**src/inc/psab_pkg.sv**
```systemverilog
// Package for the program space address builder.
// Assumes a single core clock domain and a 24-bit program address bus.
package psab_pkg;

   // ----------------------------------------------------------------
   // Widths and field positions
   // ----------------------------------------------------------------
   localparam int PADDR_W   = 24;
   localparam int DADDR_W   = 16;
   localparam int PAGE_W    = 8;
   localparam int PC_W      = 23;
   localparam int VIS_LOW_W = 15;
   localparam int PADDR_MSB = 23;
   localparam int EA_MSB    = 15;
   localparam int PC_LSB    = 1;
   localparam int PAGE_LSB  = 0;

   localparam logic [PAGE_W-1:0]  PAGE_RESET  = 8'h00;
   localparam logic [PADDR_W-1:0] PADDR_RESET = 24'h00_0000;

   // ----------------------------------------------------------------
   // Access types issued by the core
   // ----------------------------------------------------------------
   typedef enum logic [1:0]
   {
      PSAB_ACC_FETCH,
      PSAB_ACC_TABLE,
      PSAB_ACC_VIS,
      PSAB_ACC_NONE
   } psab_acc_t;

   typedef struct packed
   {
      logic                 valid;
      psab_acc_t            kind;
      logic [PC_W-1:0]      pc;
      logic [DADDR_W-1:0]   effective_addr;
   } psab_req_t;

endpackage

```
**src/verilog/psab_builder.sv**
```systemverilog
// Program space address builder: forms the 24-bit program address
// for fetches, table accesses and visibility remapping.
// Assumes requests arrive synchronous to clk_sys and page writes are
// one-cycle strobes from the core; the program memory takes the address
// one cycle after the request and may keep using it until the next access.
// A page write and an access may share a cycle; the access sees the old page.
//
// Behaviour
// - Hold 8-bit visibility page value.
// - Join visibility page above low 15 bits.
// - Visibility accesses force address bit 23 low.
// - Fetch uses PC bits 22:1, bit 0 low.
// - Table page placed above full 16-bit address.
// - Visibility address bit 15 comes from page bit 0.
`timescale 1ns/10ps
`default_nettype none

module psab_builder
   import psab_pkg::*;
(
   input  wire logic              clk_sys,
   input  wire logic              rstn,
   input  wire psab_req_t         req,
   input  wire logic              vis_page_we,
   input  wire logic              table_page_we,
   input  wire logic [PAGE_W-1:0] page_wdata,
   output logic [PAGE_W-1:0]      visibility_page_value,
   output logic [PAGE_W-1:0]      table_page_value,
   output logic [PADDR_W-1:0]     prog_addr,
   output logic                   prog_addr_valid,
   output logic                   prog_addr_config
);

   // ----------------------------------------------------------------
   // Page registers
   // ----------------------------------------------------------------
   logic [PAGE_W-1:0]  vis_page_reg;
   logic [PAGE_W-1:0]  tbl_page_reg;
   logic [PADDR_W-1:0] addr_reg;
   logic [PADDR_W-1:0] addr_next;
   logic               valid_reg;
   logic [PADDR_W-1:0] fetch_addr;
   logic [PADDR_W-1:0] table_addr;
   logic [PADDR_W-1:0] vis_addr;
   logic               access_take;

   always_ff @(posedge clk_sys)
   begin
      if (!rstn)
         vis_page_reg <= PAGE_RESET;
      else if (vis_page_we)
         vis_page_reg <= page_wdata;
   end

   always_ff @(posedge clk_sys)
   begin
      if (!rstn)
         tbl_page_reg <= PAGE_RESET;
      else if (table_page_we)
         tbl_page_reg <= page_wdata;
   end

   // ----------------------------------------------------------------
   // Address construction
   // ----------------------------------------------------------------
   // Each source gets its own candidate bus so that the selector below is
   // a plain choice; the price is three address-wide buses instead of one.
   assign fetch_addr  = {1'b0, req.pc[PC_W-1:PC_LSB], 1'b0};
   assign table_addr  = {tbl_page_reg, req.effective_addr};

   // The remap path drops effective address bit 15 because it is always
   // set there; page bit 0 takes its place, so a page spans 32K words of
   // user space, and the top bit is forced low to keep out of configuration space.
   assign vis_addr    = {1'b0, vis_page_reg, req.effective_addr[VIS_LOW_W-1:0]};

   // Only a valid request of a real kind moves the address register.
   assign access_take = req.valid && (req.kind != PSAB_ACC_NONE);

   // ----------------------------------------------------------------
   // Source select
   // ----------------------------------------------------------------
   // The idle code yields zero here, but the register never loads it, so
   // the address seen by the memory stays as the last access left it.
   always_comb
   begin
      addr_next = PADDR_RESET;
      unique case (req.kind)
         PSAB_ACC_FETCH:
            addr_next = fetch_addr;
         PSAB_ACC_TABLE:
            addr_next = table_addr;
         PSAB_ACC_VIS:
            addr_next = vis_addr;
         PSAB_ACC_NONE:
            addr_next = PADDR_RESET;
      endcase
   end

   // ----------------------------------------------------------------
   // Output registers
   // ----------------------------------------------------------------
   // The address is held between accesses so that a slow program memory
   // can keep using it; only the valid flag marks a new access.
   always_ff @(posedge clk_sys)
   begin
      if (!rstn)
         addr_reg <= PADDR_RESET;
      else if (access_take)
         addr_reg <= addr_next;
   end

   always_ff @(posedge clk_sys)
   begin
      if (!rstn)
         valid_reg <= 1'b0;
      else
         valid_reg <= access_take;
   end

   assign prog_addr             = addr_reg;
   assign prog_addr_valid       = valid_reg;
   assign prog_addr_config      = addr_reg[PADDR_MSB];
   assign visibility_page_value = vis_page_reg;
   assign table_page_value      = tbl_page_reg;

   // ----------------------------------------------------------------
   // Checks: page registers
   // ----------------------------------------------------------------
   // The reset check carries no disable clause on purpose: it must look
   // at exactly the cycles in which reset is applied.
   page_hold_a: assert property (@(posedge clk_sys) disable iff (!rstn)
      vis_page_we |=> vis_page_reg == $past(page_wdata))
      else $error("Visibility page not loaded.");

   page_keep_a: assert property (@(posedge clk_sys) disable iff (!rstn)
      !vis_page_we |=> $stable(vis_page_reg))
      else $error("Visibility page changed without a write.");

   tbl_hold_a: assert property (@(posedge clk_sys) disable iff (!rstn)
      table_page_we |=> tbl_page_reg == $past(page_wdata))
      else $error("Table page not loaded.");

   tbl_keep_a: assert property (@(posedge clk_sys) disable iff (!rstn)
      !table_page_we |=> $stable(tbl_page_reg))
      else $error("Table page changed without a write.");

   page_reset_a: assert property (@(posedge clk_sys)
      !rstn |=> visibility_page_value == PAGE_RESET && table_page_value == PAGE_RESET)
      else $error("Page registers not cleared by reset.");

   // ----------------------------------------------------------------
   // Checks: address forming
   // ----------------------------------------------------------------
   // The address is registered, so every check looks one cycle back; a page
   // written in the same cycle as the access must not leak into it.
   vis_low_a: assert property (@(posedge clk_sys) disable iff (!rstn)
      req.valid && req.kind == PSAB_ACC_VIS
      |=> prog_addr[VIS_LOW_W-1:0] == $past(req.effective_addr[VIS_LOW_W-1:0]))
      else $error("Remap low bits wrong.");

   vis_page_a: assert property (@(posedge clk_sys) disable iff (!rstn)
      req.valid && req.kind == PSAB_ACC_VIS
      |=> prog_addr[PADDR_MSB-1:VIS_LOW_W] == $past(vis_page_reg))
      else $error("Remap page bits wrong.");

   vis_top_a: assert property (@(posedge clk_sys) disable iff (!rstn)
      req.valid && req.kind == PSAB_ACC_VIS |=> !prog_addr[PADDR_MSB] && prog_addr_valid)
      else $error("Remap reached configuration space.");

   vis_cfg_a: assert property (@(posedge clk_sys) disable iff (!rstn)
      req.valid && req.kind == PSAB_ACC_VIS |=> !prog_addr_config)
      else $error("Remap flagged as configuration space.");

   vis_bit15_a: assert property (@(posedge clk_sys) disable iff (!rstn)
      req.valid && req.kind == PSAB_ACC_VIS
      |=> prog_addr[EA_MSB] == $past(vis_page_reg[PAGE_LSB]))
      else $error("Remap bit 15 not from page.");

   fetch_addr_a: assert property (@(posedge clk_sys) disable iff (!rstn)
      req.valid && req.kind == PSAB_ACC_FETCH
      |=> prog_addr == {1'b0, $past(req.pc[PC_W-1:PC_LSB]), 1'b0})
      else $error("Fetch address wrong.");

   fetch_user_a: assert property (@(posedge clk_sys) disable iff (!rstn)
      req.valid && req.kind == PSAB_ACC_FETCH |=> !prog_addr_config && prog_addr_valid)
      else $error("Fetch reached configuration space.");

   table_addr_a: assert property (@(posedge clk_sys) disable iff (!rstn)
      req.valid && req.kind == PSAB_ACC_TABLE
      |=> prog_addr == {$past(tbl_page_reg), $past(req.effective_addr)})
      else $error("Table address wrong.");

   tbl_space_a: assert property (@(posedge clk_sys) disable iff (!rstn)
      req.valid && req.kind == PSAB_ACC_TABLE
      |=> prog_addr_config == $past(tbl_page_reg[PAGE_W-1]))
      else $error("Table space flag wrong.");

   cfg_source_a: assert property (@(posedge clk_sys) disable iff (!rstn)
      prog_addr_valid && prog_addr_config |-> $past(req.kind) == PSAB_ACC_TABLE)
      else $error("Configuration space reached by a non-table access.");

   // ----------------------------------------------------------------
   // Checks: selection and handshake
   // ----------------------------------------------------------------
   // A refused request must leave the bus exactly as it was, so that a slow
   // memory never sees a change on the address it is still reading.
   source_one_a: assert property (@(posedge clk_sys) disable iff (!rstn)
      !req.valid || req.kind == PSAB_ACC_NONE |=> !prog_addr_valid && $stable(prog_addr))
      else $error("Address changed without access.");

   valid_pulse_a: assert property (@(posedge clk_sys) disable iff (!rstn)
      req.valid && req.kind != PSAB_ACC_NONE |=> prog_addr_valid)
      else $error("Accepted access not flagged valid.");

   valid_cause_a: assert property (@(posedge clk_sys) disable iff (!rstn)
      prog_addr_valid |-> $past(access_take))
      else $error("Valid flag without an accepted access.");

   addr_cause_a: assert property (@(posedge clk_sys) disable iff (!rstn)
      !$stable(prog_addr) |-> $past(access_take) || !$past(rstn))
      else $error("Address moved without an access or reset.");

   reset_clear_a: assert property (@(posedge clk_sys)
      !rstn |=> prog_addr == PADDR_RESET && !prog_addr_valid)
      else $error("Address outputs not cleared by reset.");

endmodule

`default_nettype wire

```
**config.mk**
```make
export PLATFORM = sky130hd
export DESIGN_NAME = psab_builder
export DESIGN_NICKNAME = d
export VERILOG_FILES = /design/src/inc/psab_pkg.sv /design/src/verilog/psab_builder.sv
export SDC_FILE = /design/constraint.sdc
export NUM_CORES = 1
export LEC_CHECK = 0
export BUFFER_PORTS_ARGS = -buffer_cell sky130_fd_sc_hd__buf_2
export CAP_MARGIN = 20
export CELL_PAD_IN_SITES_DETAIL_PLACEMENT = 2
export CELL_PAD_IN_SITES_GLOBAL_PLACEMENT = 2
export CORE_MARGIN = 2
export CORE_UTILIZATION = 22
export DETAILED_ROUTE_END_ITERATION = 10
export HOLD_SLACK_MARGIN = 0.03
export PLACE_DENSITY = 0.81
export SLEW_MARGIN = 20
export SYNTH_ARGS = -nofsm -noshare
export SYNTH_HDL_FRONTEND = slang
export SYNTH_SLANG_ARGS = --single-unit
```
**constraint.sdc**
```tcl
create_clock -name clk_sys -period 0.9 [get_ports clk_sys]
set_input_delay 0.09 -clock clk_sys [delete_from_list [all_inputs] [get_ports clk_sys]]
set_output_delay 0.09 -clock clk_sys [all_outputs]
set_load 0.01 [all_outputs]
```
== Word level (Yosys, flattened, before mapping) ==
Cells that the tools add are included.

* Equality and inequality tests: 4
* Mux-type cells: 1
* Reduce and logical (&&, ||, !) cells: 2

{| class="wikitable"
|+ Operator list
! kind !! number
|-
| case mux 24 bit (4 select lines) || 1
|-
| == test 2 bit (second input constant) || 2
|-
| == test 2 x 1 -> 1 bit (second input constant) || 1
|-
| zero test 2 bit || 1
|-
| inequality test 2 bit (second input constant) || 1
|-
| logical AND 1 bit || 1
|}

* Bits in registers: 41
* Bits of input ports: 54
* Output and inout bits: 42
* Logic and storage cells: 11

== Logic depth before layout (Yosys ltp) ==
Gate-level depths: netlist of the first run.

* Depth in word-level cells: 2
* Gate-level depth with buffers: 5
* Gate-level depth less buffers: 3

== Worst setup path before layout of the first run ==
Ideal clock, no wire load.

* Kind: input -> register
* Start: input port req[40] in the netlist's numbering
* End: register addr_reg[14], in the netlist prog_addr[14]
* Library setup time: 0.117 ns
* Arrival time: 0.808 ns
* Data required time: 0.783 ns
* Setup slack: -0.024 ns
* Stages on the path: 5
* Buffers on the path: 2
* Path through: buf_6 -> buf_6 -> mux2_2 -> o22ai_1 -> nor2_1

* Longest elaborated chain between the ends: 2

{| class="wikitable"
|+ Ends and longest elaborated chain
! item !! RTL line !! source
|-
| start, declared || psab_builder.sv:23 || <nowiki>input wire psab_req_t req,</nowiki>
|-
| == test 2 bit (tied with other cells) || psab_builder.sv:87 || <nowiki>unique case (req.kind)</nowiki>
|-
| case mux 24 bit (4 select lines) / logical AND 1 bit (equally long branches) || psab_builder.sv:87, psab_builder.sv:77 ||
|-
| end signal, assigned || psab_builder.sv:109 || <nowiki>addr_reg <= addr_next;</nowiki>
|-
| end, declared || psab_builder.sv:39 || <nowiki>logic [PADDR_W-1:0] addr_reg;</nowiki>
|}

Parallel ways exist; a longest one is shown, timed or not.
A chain may end at the register's enable or synchronous reset.

== Worst setup path in the final report of the first run ==
* Start: register vis_page_reg[5], in the netlist visibility_page_value[5]
* End: output port visibility_page_value[5]

{| class="wikitable"
|+ RTL lines
! item !! RTL line !! source
|-
| start, declared || psab_builder.sv:37 || <nowiki>logic [PAGE_W-1:0] vis_page_reg;</nowiki>
|-
| start signal, assigned || psab_builder.sv:52 || <nowiki>vis_page_reg <= page_wdata;</nowiki>
|-
| end, declared || psab_builder.sv:27 || <nowiki>output logic [PAGE_W-1:0] visibility_page_value,</nowiki>
|}

No word-level cell between the ends.

==> results of run 1 <==
-- area by class of cell --
| type | count | area, um^2 |
|---|---|---|
| Clock buffer | 5 | 68.8 |
| Clock inverter | 3 | 68.8 |
| Fill cell | 927 | 5320 |
| Inverter | 2 | 7.51 |
| Multi-Input combinational cell | 130 | 991 |
| Sequential cell | 41 | 870 |
| Tap cell | 105 | 131 |
| Timing Repair Buffer | 106 | 718 |
-- cells in the final DEF (no fill, tap or decap), types with 7 or more instances in the layout --
cell	n
mux2i_1	16
mux2_4	8
o22ai_2	7
nor2_1	22
buf_2	80
dfxtp_2	36
buf_6	16
mux2_2	14
o22ai_1	16
o21ai_0	22
nor2b_1	16
-- cell families (layout without fill, tap and decap cells) --
logic type,after synthesis,count (layout)
compound gates,47,47
xor+xnor,1,1
buf+inv,18,116
flops,41,41
mux,38,38
simple gates,44,44
-- cells in the mapped netlist --
library cell / number / share of area
nand2b_1: 2 / 0.0068
o21ai_0: 22 / 0.060
a21boi_0: 1 / 0.0041
dfxtp_1: 41 / 0.45
nand3_1: 1 / 0.0027
xor2_1: 1 / 0.0048
o22ai_1: 23 / 0.078
mux2_2: 22 / 0.13
nor2_1: 22 / 0.045
clkbuf_1: 6 / 0.012
inv_1: 2 / 0.0041
nand3b_1: 1 / 0.0041
nor2b_1: 16 / 0.054
buf_4: 1 / 0.0041
buf_2: 6 / 0.016
mux2i_1: 16 / 0.087
buf_6: 3 / 0.018
a21boi_4: 1 / 0.010
and2_1: 2 / 0.0068
-- per-layer routing --
metal	global-route usage	vias to the layer above	share of wire
met4	0.0250	0	0
li1	-	863	-
met1	0.161	892	0.41
met3	0.0324	0	0.063
met5	0	-	0
met2	0.283	67	0.52
-- sequential cells by signal (all words and copies together) (netlist names) --
register and cells:
table_page_value 8, visibility_page_value 8, prog_addr 24, prog_addr_valid 1
-- worst min-delay path by stage --
stage	endpoint	slack, ps	cells past startpoint
2_1_floorplan	prog_addr[0]	240	1
3_5_place_dp	prog_addr[8]	370	3
6_report	prog_addr[0]	50	3
3_3_place_gp	prog_addr[6]	350	3
5_1_grt	prog_addr[0]	70	3
4_1_cts	prog_addr[0]	40	3
-- power breakdown --
group	switching [mW]	internal (mW)
Sequential	0.0937	1.96
Combinational	0.440	0.521
Clock	0.701	1.12
Total	1.23	3.60
-- worst register-to-register path, cell delays in order, from the launching register on --
cell     delay [ps]
dfxtp_2         330
mux2_2          270
o22ai_1         130
nor2_1           70
-- repair_timing --
item                                    4_1_cts  5_1_grt
endpoints found under the setup margin       22       33
gates resized for setup                      29       37
pin swaps                                     0        5
setup buffers                                 0        2
==> summary by stage, run 1 <==
Layout
The core occupancy in the finished layout is 0.349. The number of nets at the end of the flow is 340. In the final layout, the share of cells above drive strength 1 is 0.631. Relative to the synthesized area, the layout overhead comes to 55.2%. The number of non-filler instances in the completed layout is 392. The final design instance area without fill is 0.00286 mm^2. The antenna diode count is 0.

Critical path
At the worst endpoint, the required time is 810 ps. The number of buffers and inverters on the critical path is 2. The slowest stage of the critical path is the dfxtp_2 cell.

The setup check on the worst reg-to-reg path leaves a slack of -20 ps. In this run the critical register-to-register path is captured at prog_addr[18]. The critical path in this run is classified as flop to output pin. The cell with the most instances on the worst path is buf_6. The startpoint of the worst setup timing path is visibility_page_value[5]. STA classifies the critical path startpoint as a flop. The delay of the slowest critical-path stage is 340 ps. In this run the critical register-to-register path is launched from visibility_page_value[3]. The critical path ends at visibility_page_value[5].

Counting buffers and inverters, the worst setup path is 2 cells deep. The dominant delay contributor by cell family on the critical path is flip-flops. Walking the worst path, the cells encountered are buf_6 > buf_6. The worst reg2reg path depth is 3. STA puts the critical path data arrival time at 840 ps. The worst setup path is captured at an output pin. In this run the worst path has a maximum fanout of 2.

STA
The setup clock skew after layout is 15.2 ps. Once routing completed, OpenROAD measured the worst setup slack at -33.8 ps. The post-route fraction of the period consumed by the critical path is 1.04. Setup repair after global routing could not meet its margin everywhere.

The measured slew at the worst slew-check pin is 318 ps. The max-slew violation count is 0. Headroom to the max-slew limit came out at 0.788. For the final routed database, the setup TNS stands at -83.7 ps. For this run, the top clock speed supported by timing is 1070 MHz. The count of endpoints failing hold in the final timing report was 0. The number of setup violations in the final report is 4.

The final period demand of the worst path is 934 ps. The tightest hold path in the finished design has a slack of 47.5 ps.

Drt
The number of remaining DRC errors is 0. The average wire per cell in the routed design is 17.2 um. Before antenna repair, the detailed router went through 4 iterations.

In the routed layout, each cell is associated on average with a via count of 4.65. The post-route antenna net violation count is 0. The starting DRC count in detailed routing is 23. Summed over all layers, the routed wires come to 6750 um. The detailed-route via count is 1822.

Global routing
The number of global-route vias before repair is 1969. After global routing the overflow that remains totals 0. The aggregate global-route resource usage is 0.145. The initial antenna violation count is 0. The maximum number of pins on one net before global-route repair is 42. The first global-routing pass estimated 10100 um of wire.

Outcome
The flow ran to the end, but the final reports show violations. The final reports fail on setup timing.

Synthesis
Synthesis inferred 41 register bits. The mapped netlist covers 0.00184 mm^2. The Yosys step of the flow raised 0 warnings. The largest family of logic cells by synthesized area is multiplexers. The share of the Yosys chip area taken by registers is 0.446. Synthesis handed over a netlist of 189 instances.

Of the total synthesized cell area, the portion taken by full adders, half adders and majority gates is 0. The synthesized area per cell is 9.73 um^2. The post-synthesis cell type count is 19. Of the total synthesized cell area, the portion taken by XOR and XNOR cells is 0.00476. Synthesis produced a netlist with a net count of 243.

The compound-gate portion of the synthesized area is 0.152. Of the post-synthesis cell area, the part taken by muxes is 0.222. The share of synthesized cell area in and, or, nand and nor gates is 0.120.

Place
The number of port buffers is 94. The post-placement cell count is 384. Summed over all nets, the half-perimeter wirelength after detailed placement is 4940 um.

The global placement routability congestion is 0.682. Summing all placed instances gives a cell area of 0.00251 mm^2. The worst setup slack after placement is -177 ps.

Clocking
TritonCTS built the clock tree. The number of H-tree levels is 2. The number of hold buffers added after CTS was 0.

The worst-case clock buffer depth is 2. Clock-pin slew was measured on the worst setup and hold paths at 100 ps. The clock buffer count from CTS is 5. The clock net sink count is 41. The worst-skew pair later-pin latency is 300 ps. The tree is rooted in a clkbuf_8.

Floorplanning
Row generation in the floorplan step produced 33 rows. The starting density of the core is 0.225. The core region is 0.00818 mm^2. During I/O placement, the number of pins put on the boundary was 96. The die boundary height is 95.4 um. The area of the die is 0.00911 mm^2. The die width is 95.4 um.

Power
The completed layout was analyzed and its total power is 4.83 mW. Dividing total power by cell area gives a power density of 1690 mW/mm^2. The highest ir drop seen on vdd is 0.634 mV. The reported leakage power is 1.32 nW.

Job
Across the run, the number of max-cap violations was 0.

Min path
The min-delay analysis places its worst path in the category input port to flop. The startpoint identified for the worst hold timing path is req[0].
Power figures use the tool's default switching activity.
==> run 2: changes to the inputs <==
--- a/config.mk
+++ b/config.mk
@@ -5,15 +5,16 @@
 export SDC_FILE = /design/constraint.sdc
 export NUM_CORES = 1
 export LEC_CHECK = 0
+export ABC_AREA = 1
 export BUFFER_PORTS_ARGS = -buffer_cell sky130_fd_sc_hd__buf_2
 export CAP_MARGIN = 20
 export CELL_PAD_IN_SITES_DETAIL_PLACEMENT = 2
 export CELL_PAD_IN_SITES_GLOBAL_PLACEMENT = 2
 export CORE_MARGIN = 2
-export CORE_UTILIZATION = 22
+export CORE_UTILIZATION = 21
 export DETAILED_ROUTE_END_ITERATION = 10
 export HOLD_SLACK_MARGIN = 0.03
-export PLACE_DENSITY = 0.81
+export PLACE_DENSITY = 0.83
 export SLEW_MARGIN = 20
 export SYNTH_ARGS = -nofsm -noshare
 export SYNTH_HDL_FRONTEND = slang
==> summary by stage, run 2 <==
Floorplanning
The area of the die is 0.0114 mm^2. After floorplanning, the core was divided into 37 placement rows. The die width is 107 um.

The starting density of the core is 0.215. The die boundary height is 107 um. For this design the top-level I/O count stands at 96.

In this run the standard cell core region covers 0.0103 mm^2.

Place
The global placement routability congestion is 0.739. The post-placement cell count is 575. The number of port buffers is 94. The post-DP HPWL is 6760 um. Prior to clock tree synthesis, the placed netlist has a worst setup slack of -181 ps.

STA
Setup violations remaining at the end of the flow were counted as 0. Setup repair after global routing could not meet its margin everywhere. The count of endpoints failing hold in the final timing report is 0. Subtracting the final worst setup slack from the clock period gives 898 ps. The post-route fraction of the period consumed by the critical path is 0.997. At the pin with the least slew margin, the transition time is 308 ps. The worst path meets setup with 2.31 ps of slack.

For the final database, setup skew stands at 14.1 ps. The max-slew violation count is 0. In this run the tightest slew margin relative to its limit is 0.795.

Timing would allow up to 1110 MHz. Setup total negative slack on the finished layout was measured at 0 ps.

Synthesis
The netlist uses 17 different library cells. The number of synthesized register bits is 41. Yosys printed 0 warnings.

By count the netlist is led by nand2_1, nor2_1, nand3_1. The fraction of post-synthesis cell area in the top cell type by area is 0.371. Among all cell types in the netlist, the one instantiated most often is nand2_1.

For this run, the leading register cell type out of synthesis is dfxtp_1. Counting flops with a built-in enable in the synthesized netlist gives 0. Counting flops with an async set or reset pin after synthesis yields a share of 0. The net count of the mapped netlist is 403. After technology mapping, the gate count stands at 349. In this run the mean area of a mapped cell was 6.34 um^2.

The summed instance area of the synthesized netlist is 0.00221 mm^2. By area the synthesized netlist is led by dfxtp_1, nand2_1, nor2_1. The most area-hungry cell type in the Yosys netlist is dfxtp_1. The sequential area share after synthesis is 0.371.

Clocking
The clock net sink count is 41. The buffer cell driving the clock tree root is clkbuf_8. The longest clock path from root to sink contains 2 buffers.

TritonCTS built the clock tree. The H-tree was split into 2 levels. The clock-pin slew of the registers on the worst-case setup and hold paths is 100 ps. The clock buffer count from CTS is 5.

The worst-skew pair later-pin latency is 310 ps.

Critical path
The signal on the critical path passes through buf_6. The type of the worst setup path is flop to output pin. In this run the worst path has a maximum fanout of 3. The number of buffers and inverters on the critical path is 1. Data on the critical path is required at its endpoint by 810 ps. The delay of the slowest critical-path stage is 380 ps.

The critical path's slowest cell is dfxtp_4. The worst setup path is captured at an output pin. For the worst setup path, the data arrival time is 810 ps.

Among cell families on the critical path, the largest total delay comes from flip-flops. The type of element launching the critical path is a flop.

Drt
The number of remaining DRC errors is 0. The number of detailed-routing iterations run before antenna repair is 4. Dividing the detail-routed via count by the number of cells gives 4.32. In the final routed layout, each cell accounts on average for 15.4 um. The count of nets left with antenna violations once routing finished came out at 0.

The routed design has 9130 um of wire. The detailed router finished its first iteration with 62 violations. The detailed-route via count is 2553.

Layout
The number of nets at the end of the flow is 508. Once layout is complete, the utilization of the core stands at 0.311. 0 antenna diodes ended up in the layout. The register with the most flip-flops in the layout has 24 of them. The library cells used most frequently in the layout, excluding fill and tap cells, are nand2_1, buf_2, nor2_1.

The library cell used most frequently in the layout, excluding fill and tap cells, is nand2_1. The area added between synthesis and finish is 44.4%. The ratio of cells with drive above 1 in the final layout is 0.369. The number of non-filler instances in the completed layout is 591.

Global routing
The initial antenna violation count is 0. For this run, the total global-route usage over all layers was measured as 0.161. The global-route wire length before repair is 14400 um.

The maximum number of pins on one net before global-route repair is 40. The total congestion overflow after global routing is 0. The number of global-route vias before repair is 2850.

Power
The reported leakage power is 1.68 nW. The completed layout was analyzed and its total power is 4.54 mW. The highest ir drop seen on vdd is 0.605 mV. The power density over the cells is 1420 mW/mm^2.

Min path
The path class of the tightest hold or removal check is input port to flop.

Job
Across the run, the number of max-cap violations was 0.

Outcome
The flow ran to the end, and the final reports show no timing, DRC or antenna violations.
[run 2: what timing repair did]
| action | CTS | global route |
|---|---|---|
| pin swaps | 0 | 3 |
| resized for setup | 28 | 31 |
| setup buffers | 4 | 2 |
| endpoints found under the hold margin | 3 | 0 |
| setup endpoints to repair | 21 | 33 |
| hold buffers | 2 | 0 |
[run 2: layer usage]
layer | routed length, um | track usage | share of wire
met1 | 4100 | 0.195 | 0.45
met2 | 4590 | 0.294 | 0.50
met3 | 343 | 0.0292 | 0.038
met4 | 95 | 0.0390 | 0.010
met5 | 0 | 0 | 0
[run 2: cells by family after synthesis]
logic type | Yosys count | share of synthesized area
compound gates | 19 | 0.0481
flops | 41 | 0.371
buf+inv | 49 | 0.132
simple gates | 240 | 0.449
[run 2: final timing paths]
path,start,slack (ps),endpoint,depth (start not counted)
setup reg to reg,table_page_value[1],30,prog_addr[17],5
setup / recovery,visibility_page_value[3],2,visibility_page_value[3],1
hold reg to reg,prog_addr[23],490,prog_addr[23],2
hold / removal,page_wdata[0],40,visibility_page_value[0],3
[run 2: report_power, final]
part           switching (mW)  total [mW]  internal [mW]
registers              0.0997        2.06           1.96
clock network           0.778        1.34          0.562
logic                   0.632        1.14          0.508
total                    1.51        4.54           3.03
[run 2: cell type report]
class                   count  area (um^2)
clock inverters             3         25.0
flip-flops and latches     41          867
well taps                 136          170
multi-input cells         259         1120
repair buffers            119          842
fillers                  1279         7080
clock buffers               5         68.8
inverters                  28          105
[run 2: through the flow]
step / hold WS (ps) / cell area, um^2
floorplan: 225 / 2210
global placement: 335 / 2860
detailed placement: 350 / 2860
CTS: 30.7 / 3070
global route: 54.5 / 3200
finish: 36.2 / 3200
